[src/common/sps_regs.svh]
/*
  register offsets, reset values and arithmetic constants of the power scaling engine.
  assumes inclusion by bare name from the design files.
*/
`ifndef SPS_REGS_SVH
`define SPS_REGS_SVH

`define SPS_OFS_SETUP      8'h00
`define SPS_OFS_SHUNT      8'h01
`define SPS_OFS_BUS        8'h02
`define SPS_OFS_POWER      8'h03
`define SPS_OFS_CURRENT    8'h04
`define SPS_OFS_SCALE      8'h05

`define SPS_SETUP_RESET    16'h4127
`define SPS_SCALE_RESET    16'h0000
`define SPS_RESULT_RESET   16'h0000

`define SPS_CUR_DIV        2048
`define SPS_PWR_DIV        20000
`define SPS_BUS_MSB        15
`define SPS_DIV_CYCLES     34

`endif

[src/common/sps_pkg.sv]
/*
  types shared by the power scaling engine files.
  assumes nothing beyond a standard SystemVerilog elaborator.
*/
package sps_pkg;
  typedef enum logic [1:0] {
    SPS_IDLE,
    SPS_CUR,
    SPS_PWR
  } sps_state_e;

  typedef logic [15:0] sps_word_t;
endpackage

[src/verilog/sps_divider.sv]
/*
  unsigned restoring divider, one quotient bit per clock.
  assumes start is pulsed only while busy_o is low.
*/
`include "sps_regs.svh"

module sps_divider #(
  parameter int NUM_W = 32,
  parameter int DEN_W = 16
) (
  // clock and reset
  input  wire logic             clk_sys_i,
  input  wire logic             rst_i,
  // request
  input  wire logic             start_i,
  input  wire logic [NUM_W-1:0] num_i,
  input  wire logic [DEN_W-1:0] den_i,
  // answer
  output logic                  busy_o,
  output logic                  done_o,
  output logic [NUM_W-1:0]      quot_o
);

  initial begin
    if (NUM_W < 2 || DEN_W < 2 || NUM_W > 40) $error("sps_divider: bad widths");
  end

  typedef struct packed {
    logic [NUM_W-1:0] quot;
    logic [DEN_W:0]   rem;
    logic [DEN_W-1:0] den;
    logic [5:0]       cnt;
    logic             busy;
    logic             done;
  } sps_div_s;

  sps_div_s s_q;
  sps_div_s s_d;

  always_comb begin
    logic [DEN_W+1:0] trial;
    trial = '0;
    s_d = s_q;
    s_d.done = 1'b0;
    if (s_q.busy) begin
      // shift in next numerator bit, subtract if it fits
      trial = {s_q.rem, s_q.quot[NUM_W-1]} - {2'b00, s_q.den};
      s_d.quot = {s_q.quot[NUM_W-2:0], ~trial[DEN_W+1]};
      if (!trial[DEN_W+1]) begin
        s_d.rem = trial[DEN_W:0];
      end else begin
        s_d.rem = {s_q.rem[DEN_W-1:0], s_q.quot[NUM_W-1]};
      end
      s_d.cnt = s_q.cnt - 6'h01;
      if (s_q.cnt == 6'h01) begin
        s_d.busy = 1'b0;
        s_d.done = 1'b1;
      end
    end else if (start_i) begin
      s_d.quot = num_i;
      s_d.rem  = '0;
      s_d.den  = den_i;
      s_d.cnt  = 6'(NUM_W);
      s_d.busy = 1'b1;
    end
  end

  always_ff @(posedge clk_sys_i or posedge rst_i) begin
    if (rst_i) begin
      s_q <= '0;
    end else begin
      s_q <= s_d;
    end
  end

  assign busy_o = s_q.busy;
  assign done_o = s_q.done;
  assign quot_o = s_q.quot;

endmodule

[src/verilog/sps_engine.sv]
/*
  current and power scaling engine with its register file.
  assumes shunt and bus measurements arrive as one-cycle strobes from the converter and
  that register access comes from the serial-bus target logic as simple strobes.
*/
// Contract
// - current and power come from the scale factor and the two measured words.
// - current equals shunt word times scale factor divided by 2048.
// - power equals current magnitude times bus word divided by 20000.
// - power step is fixed at 25 times the current step by the constant divisors.
// - current and power read zero while the scale factor is unwritten.
// - once programmed, results refresh on every new bus word, whether or not a new shunt word has arrived.
// - bus word carries a fixed 1.25 mV per bit independent of the scale factor.
// - the top bit of the bus word always reads zero.
// - pointer 04h selects current and 03h selects power.
// - power is recomputed, for limit comparison, after every bus conversion.
`include "sps_regs.svh"

module sps_engine #(
  parameter int CUR_DIV = `SPS_CUR_DIV,
  parameter int PWR_DIV = `SPS_PWR_DIV
) (
  // clock and reset
  input  wire logic        clk_sys_i,
  input  wire logic        rst_i,
  // measurements from the converter
  input  wire logic        shunt_vld_i,
  input  wire logic [15:0] shunt_word_i,
  input  wire logic        bus_vld_i,
  input  wire logic [15:0] bus_word_i,
  // register access from the serial target
  input  wire logic [7:0]  reg_ptr_i,
  input  wire logic        reg_wr_i,
  input  wire logic [15:0] reg_wdata_i,
  output logic [15:0]      reg_rdata_o,
  // results for the alert logic
  output logic             power_upd_o,
  output logic [15:0]      power_o,
  output logic [15:0]      current_o
);

  initial begin
    if (CUR_DIV != 2048 || PWR_DIV < 2 || PWR_DIV > 65535) $error("sps_engine: bad divisor");
  end

  typedef struct packed {
    sps_pkg::sps_state_e state;
    sps_pkg::sps_word_t  setup;
    sps_pkg::sps_word_t  shunt;
    sps_pkg::sps_word_t  bus;
    sps_pkg::sps_word_t  scale;
    sps_pkg::sps_word_t  current;
    sps_pkg::sps_word_t  power;
    sps_pkg::sps_word_t  rdata;
    logic                scale_set;
    logic                shunt_new;
    logic                bus_new;
    logic                start;
    logic                upd;
    logic [31:0]         num;
  } sps_eng_s;

  sps_eng_s s_q;
  sps_eng_s s_d;

  logic        div_busy;
  logic        div_done;
  logic [31:0] div_quot;
  logic [31:0] cur_prod;
  logic [31:0] cur_mag;
  logic [31:0] pwr_prod;
  logic [15:0] cur_abs;

  // shunt word is signed, scale factor unsigned
  assign cur_prod = 32'($signed(s_q.shunt) * $signed({1'b0, s_q.scale}));
  assign cur_mag  = cur_prod[31] ? 32'(-cur_prod) : cur_prod;
  // /2048 is a shift on the magnitude so truncation goes toward zero
  assign cur_abs  = cur_mag[26:11];
  assign pwr_prod = {16'h0000, cur_abs} * {16'h0000, s_q.bus};

  // power sign is dropped: power is reported as magnitude
  sps_divider #(
    .NUM_W (32),
    .DEN_W (16)
  ) u_div (
    .clk_sys_i (clk_sys_i),
    .rst_i     (rst_i),
    .start_i   (s_q.start),
    .num_i     (s_q.num),
    .den_i     (16'(PWR_DIV)),
    .busy_o    (div_busy),
    .done_o    (div_done),
    .quot_o    (div_quot)
  );

  always_comb begin
    s_d = s_q;
    s_d.start = 1'b0;
    s_d.upd   = 1'b0;
    if (shunt_vld_i) begin
      s_d.shunt     = shunt_word_i;
      s_d.shunt_new = 1'b1;
    end
    if (bus_vld_i) begin
      s_d.bus     = {1'b0, bus_word_i[14:0]};
      s_d.bus_new = 1'b1;
    end
    // host writes; result registers ignore writes
    if (reg_wr_i) begin
      if (reg_ptr_i == `SPS_OFS_SETUP) begin
        s_d.setup = reg_wdata_i;
      end else if (reg_ptr_i == `SPS_OFS_SCALE) begin
        s_d.scale     = reg_wdata_i;
        s_d.scale_set = 1'b1;
      end
    end
    case (s_q.state)
      sps_pkg::SPS_IDLE: begin
        // refresh whenever a bus conversion is pending; shunt_new is not checked
        if (s_q.scale_set && s_q.bus_new && !div_busy) begin
          s_d.bus_new   = bus_vld_i;
          s_d.shunt_new = shunt_vld_i;
          s_d.state     = sps_pkg::SPS_CUR;
        end
      end
      sps_pkg::SPS_CUR: begin
        s_d.current = cur_prod[31] ? 16'(-{16'h0000, cur_abs}) : cur_abs;
        s_d.num     = pwr_prod;
        s_d.start   = 1'b1;
        s_d.state   = sps_pkg::SPS_PWR;
      end
      sps_pkg::SPS_PWR: begin
        if (div_done) begin
          s_d.power = div_quot[15:0];
          s_d.upd   = 1'b1;
          s_d.state = sps_pkg::SPS_IDLE;
        end
      end
      default: begin
        s_d.state = sps_pkg::SPS_IDLE;
      end
    endcase
    // read mux, registered
    if (reg_ptr_i == `SPS_OFS_SETUP) begin
      s_d.rdata = s_q.setup;
    end else if (reg_ptr_i == `SPS_OFS_SHUNT) begin
      s_d.rdata = s_q.shunt;
    end else if (reg_ptr_i == `SPS_OFS_BUS) begin
      s_d.rdata = s_q.bus;
    end else if (reg_ptr_i == `SPS_OFS_POWER) begin
      s_d.rdata = s_q.scale_set ? s_q.power : `SPS_RESULT_RESET;
    end else if (reg_ptr_i == `SPS_OFS_CURRENT) begin
      s_d.rdata = s_q.scale_set ? s_q.current : `SPS_RESULT_RESET;
    end else if (reg_ptr_i == `SPS_OFS_SCALE) begin
      s_d.rdata = s_q.scale;
    end else begin
      s_d.rdata = 16'h0000;
    end
  end

  always_ff @(posedge clk_sys_i or posedge rst_i) begin
    if (rst_i) begin
      s_q       <= '0;
      s_q.state <= sps_pkg::SPS_IDLE;
      s_q.setup <= `SPS_SETUP_RESET;
      s_q.scale <= `SPS_SCALE_RESET;
    end else begin
      s_q <= s_d;
    end
  end

  assign reg_rdata_o = s_q.rdata;
  assign power_upd_o = s_q.upd;
  assign power_o     = s_q.power;
  assign current_o   = s_q.current;

endmodule
[config.mk]
export PLATFORM = sky130hd
export DESIGN_NAME = sps_engine
export DESIGN_NICKNAME = d
export VERILOG_FILES = /design/src/common/sps_pkg.sv /design/src/verilog/sps_divider.sv /design/src/verilog/sps_engine.sv
export VERILOG_INCLUDE_DIRS = /design/src /design/src/common
export SDC_FILE = /design/constraint.sdc
export NUM_CORES = 2
export LEC_CHECK = 0
export ABC_AREA = 1
export BUFFER_PORTS_ARGS = -buffer_cell sky130_fd_sc_hd__clkbuf_2
export CAP_MARGIN = 20
export CORE_MARGIN = 3
export CORE_UTILIZATION = 45
export DETAILED_ROUTE_END_ITERATION = 10
export HOLD_SLACK_MARGIN = 0.15
export MAX_ROUTING_LAYER = met4
export PLACE_DENSITY_LB_ADDON = 0.12
export SLEW_MARGIN = 20
export SYNTH_ARGS = -nofsm -noshare
export SYNTH_HDL_FRONTEND = slang
export SYNTH_SLANG_ARGS = --single-unit
export TNS_END_PERCENT = 1
[constraint.sdc]
create_clock -name clk_sys_i -period 18.11 [get_ports clk_sys_i]
set_input_delay 3.622 -clock clk_sys_i [delete_from_list [all_inputs] [get_ports clk_sys_i]]
set_output_delay 3.622 -clock clk_sys_i [all_outputs]
set_load 0.02 [all_outputs]
Word level (Yosys, flattened, before mapping) --
Cells that the tools add are included.
Storage, ports and cells: input bits 61, output and inout bits 49, bits in registers 208
Operators by class: eq/ne operators 10, reduce and logical (&&, ||, !) cells 11, $mul 2, bitwise logic cells 3, muxes and demuxes 26, add/sub/neg operators 4
Operators with widths (count):
- 16-bit two-way mux | 9
- 72-bit two-way mux | 1
- 49-bit two-way mux | 1
- 16-bit by 17-bit multiplier with 32-bit output | 1
- 16-bit by 15-bit multiplier with 31-bit output | 1
- 27-bit two-way mux | 1
- 27-bit negator | 1
- 18-bit by 15-bit subtractor with 18-bit output | 1
- 17-bit two-way mux | 1
- 8-bit by 2-bit == test with 1-bit output, second input constant | 2
- 8-bit by 3-bit == test with 1-bit output, second input constant | 2
- 16-bit negator | 1
- 2-bit two-way mux | 5
- 8-bit by 1-bit == test with 1-bit output, second input constant | 1
- 8-bit logical NOT | 1
- 2-bit AND reduction | 4
- 7-bit two-way mux | 1
- 6-bit by 1-bit == test with 1-bit output, second input constant | 1
- 1-bit two-way mux | 6
- 2-bit one-hot mux with 3 select lines | 1
- 6-bit by 1-bit subtractor with 6-bit output, second input constant | 1
- 1-bit inverter | 3
- 3-bit AND reduction | 1
- 2-bit by 1-bit == test with 1-bit output, second input constant | 1
- other kinds (7) | 8

Longest topological paths before layout --
word-level depth 7, mapped depth 62

Hierarchy --
Synthesis repeated with hierarchy kept, for this count alone.
Unflattened totals: cells, all modules 3799, area, all modules 28997.8 um2
Modules (own cells, without submodules):
- sps_engine | seq. area each 3711.1 um2, instances 1, area each 24444.7 um2, cells an instance 3182
- sps_divider | seq. area each 1826.8 um2, instances 1, area each 4553.1 um2, cells an instance 617

Worst setup path before layout --
Ideal clock, no wire load.
kind reg-to-reg, start point register s_q[118] in the netlist's numbering, end point register s_q[27] in the netlist's numbering, stages on the path, launching flop included 55, data required time 17.976 ns, path buffers 3, arrival time 11.038 ns, setup slack 6.938 ns, cells stage by stage dfrtp_1 -> clkbuf_1 -> clkbuf_1 -> nand2_1 -> fa_1 -> fa_1 -> inv_1 -> fa_1 -> inv_1 -> fa_1 -> inv_1 -> fa_1 -> inv_1 -> fa_1 -> inv_1 -> ha_1 -> nand2_2 -> inv_1 -> [... 19 more ...] -> fa_1 -> inv_1 -> fa_1 -> inv_1 -> fa_1 -> inv_1 -> fa_1 -> inv_1 -> ha_1 -> a21oi_1 -> o21ai_0 -> a21oi_1 -> o21ai_0 -> a21o_1 -> a21o_1 -> or2_2 -> nand3_1 -> o21ai_0
Between the ends: cells in the longest elaborated chain, start to end 4
Ends and longest elaborated chain:
- start, declared | line sps_engine.sv:63 | sps_eng_s s_q;
- 16-bit by 17-bit multiplier with 32-bit output * | line sps_engine.sv:75 | assign cur_prod = 32'($signed(s_q.shunt) * $signed({1'b0, s_q.scale}));
- 27-bit negator | line sps_engine.sv:76 | assign cur_mag = cur_prod[31] ? 32'(-cur_prod) : cur_prod;
- 27-bit two-way mux * | line sps_engine.sv:76
- 16-bit by 15-bit multiplier with 31-bit output * | line sps_engine.sv:79 | assign pwr_prod = {16'h0000, cur_abs} * {16'h0000, s_q.bus};
Mark *: on every way between the ends. The rest lies on a longest branch, timed or not. A chain may end at the register's enable or synchronous reset.

Final worst setup path --
start point register s_q[124] in the netlist's numbering, end point register s_q[27] in the netlist's numbering
The elaborated chain is that of the path after synthesis.

==> summary.txt <==
Run status
  – Run status: finished clean

Timing
  – RSZ-0062 raised after global routing: no
  – Final setup TNS: 0 ns
  – Endpoints failing hold: 0
  – Max_slew headroom: between 20% and 30%
  – Tcrit/Tclk final: approximately three quarters
  – Final Max Slew Viols: 0
  – Slew at the pin closest to its max-slew limit: 1.064 ns
  – Fin worst setup slack: 4.755 ns
  – Final Setup Violations: 0
  – Skew final: 0.01999 ns
  – Top achievable clock speed: 74.88 MHz
  – Crit path time final: 13.36 ns

Finish
  – Layout cells sized above 1: 7.742%
  – Design area: roughly 28,000 um2
  – Area grow syn2layout: 5.210%
  – Filler instances: 5,861
  – Final net count: 4,066
  – Fin cells: 4,197

Synthesis
  – Post-synthesis mux area share: 0.5428%
  – Largest family of logic cells by synthesized area: adder cells
  – Synth top cells by count: nand2_1 (894), inv_1 (762), fa_1 (374)
  – Simple-gate share of the synthesized area: 20.25%
  – Compound-gate portion of the synthesized area: under 10%
  – Post-synthesis cell count: 3,452
  – Biggest area consumer among synthesized cells: fa_1
  – Netlist cell types: between 50 and 60
  – Seq/Total Area, Yosys: 19.14%
  – Top-area cell type share of the netlist area: 27.76%
  – Synth Net Count: between 4,000 and 5,000
  – Synthesized cell area: around 27,000 um2
  – Adder-cell share of the synthesized area: 38.02%
  – Synth area leaders: fa_1 (28%), dfrtp_1 (19%), nand2_1 (12%), inv_1 (11%), ha_1 (10%)
  – Mapped Avg Cell Area: 7.812 um2
  – Synthesized flop and latch total: 206
  – Cell with the most instances after synthesis: nand2_1
  – Xor and xnor fraction of the mapped netlist area: 1.007%
  – Number of synthesized flops with an enable pin: 0
  – Top_reg_cell synth: dfrtp_1
  – Post-synth ARST share: between 90% and 100%
  – YS warnings: 0

GRT
  – Total grt overflow: 0
  – Vias in the first global route: 22,871
  – Initial antenna violation count: 1
  – First-pass GRT wire length: about 120 mm
  – Largest net degree at the start of global routing: around 150
  – Total Routing Usage GR: roughly 26%

Worst setup path
  – Critical path's most frequent cell: fa_1
  – Crit path max fanout: 47
  – Critical Path Slowest Stage Cell: dfrtp_1
  – Setup crit start kind: register
  – Worst path arrival time: roughly 14 ns
  – Slowest stage delay, CP: 0.89 ns
  – Setup crit start: s_q[124]
  – R2r startpoint: s_q[124]
  – Crit path capture type: register
  – Worst endpoint required time: 18.49 ns
  – CP Class: reg2reg

Clock tree
  – Clk_lat worst skew: between 0.5 and 0.6 ns
  – Cells resized by post-CTS repair: 0
  – Clk pin slew, worst setup/hold paths: 0.06 ns
  – Root Buffer: clkbuf_16
  – Total CTS buffers: 21
  – Clock buffer depth: 3
  – Number of post-CTS setup repair buffers: 0
  – Clock Sinks: between 200 and 250
  – Hold Buf Count CTS: 0
  – CTS tree: built
  – Clock H-tree levels: 1

Route
  – DRT antenna net count: 0
  – Drt wl/cell: 18.01 um
  – Initial DRC Count: 1,404
  – Drt drc: 0
  – 1st-pass router iterations: 6
  – Vias: 21,860
  – Vias per cell: 5.208
  – Routed WL: approximately 76 mm

Hold path
  – Hold Crit Class: reg2reg
  – HP Start: s_q[3]

Die
  – Die width: 250.8 um
  – Core area: 59,130 um2
  – Initial Utilization: ~46%
  – Site Rows: 89
  – Die ar.: 62,900 um2
  – Die height: 250.8 um
  – IO Pins: 110

Placed design
  – Dpl cells: 4,160
  – Dpl ws: 4.838 ns
  – RePlAce Congestion: 0.9220
  – Post-DP Area: 27,690 um2
  – Dpl hpwl: 59.82 mm
  – Port Buf Inserts: 108

Run
  – Maxcap violations: 0
metrics by stage:
stage                     hold slack [ns]  util (%)
final                              0.4760     47.98
after CTS                          0.4782     47.97
after detailed placement           0.4636     46.82
after floorplan                    0.4296         -
after global routing               0.5099     47.98
after global placement             0.4639     46.82
kinds of logic after synthesis:
family,count (synthesis)
AND/OR/NAND/NOR,1330
multiplexers,13
flip-flops,206
buffers and inverters,980
adder cells (fa/ha/maj),595
XOR/XNOR,31
AO/OA/AOI/OAI,297
critical path: cells and delay by family (launching register included):
family	cells	cell delay (ns)
flip-flops	1	0.89
AO/OA/AOI/OAI	7	1.32
buffers and inverters	11	1.34
AND/OR/NAND/NOR	13	2.75
adder cells (fa/ha/maj)	14	6.84
worst paths after layout:
kind / endpoint / slack [ns] / depth (start not counted)
setup / recovery: s_q[27] / 4.75 / 45
hold / removal: s_q[3] / 0.48 / 2
setup reg to reg: s_q[27] / 4.75 / 45
hold reg to reg: s_q[3] / 0.48 / 2
max in group asynchronous: u_div.quot_o[13] / 13.54 / 3
min in group asynchronous: s_q[139] / 3.24 / 2
final cells by class:
| class | instances | area, um2 | share of cell area, % |
|---|---|---|---|
| Multi-Input combinational cell | 2266 | 17910 | 63.13 |
| Sequential cell | 206 | 5162 | 18.19 |
| Inverter | 789 | 2977 | 10.49 |
| Tap cell | 773 | 967.2 | 3.409 |
| Timing Repair Buffer | 126 | 675.6 | 2.381 |
| Clock buffer | 30 | 619.3 | 2.183 |
| Clock inverter | 6 | 58.81 | 0.2073 |
| Antenna cell | 1 | 2.502 | 0.008819 |
placed cells by master (no fill, tap or decap), drive strengths merged, types with 17 or more instances in the layout:
cell	netlist	routed
nor3	17	17
a31oi	19	19
o221ai	17	17
nor2	245	245
a21oi	53	53
o21ai	134	134
nand3	100	100
fa	374	374
nand2	920	920
dfrtp	200	200
ha	221	221
buf	70	18
inv	782	781
clkbuf	121	138
o22ai	29	29
nand4	22	22
sequential cells by signal, indices dropped and copies added (netlist names):
| name | flops |
|---|---|
| u_div.s_q | 24 |
| reg_rdata_o | 16 |
| power_upd_o | 1 |
| u_div.quot_o | 32 |
| s_q | 99 |
| power_o | 16 |
| u_div.done_o | 1 |
| u_div.busy_o | 1 |
| current_o | 16 |
per-layer routing:
metal  GRT usage [%]  up-vias  part of all wire, %
met4           5.201        0                  2.3
met1           34.33    10913                   44
met2           42.77      624                   48
li1                -    10207                    -
met5               -        -                    0
met3           3.073      116                  5.6
Power is left out: the tool's default activity adds up to more than one toggle a clock period on the data nets, which glitch-free logic cannot reach.
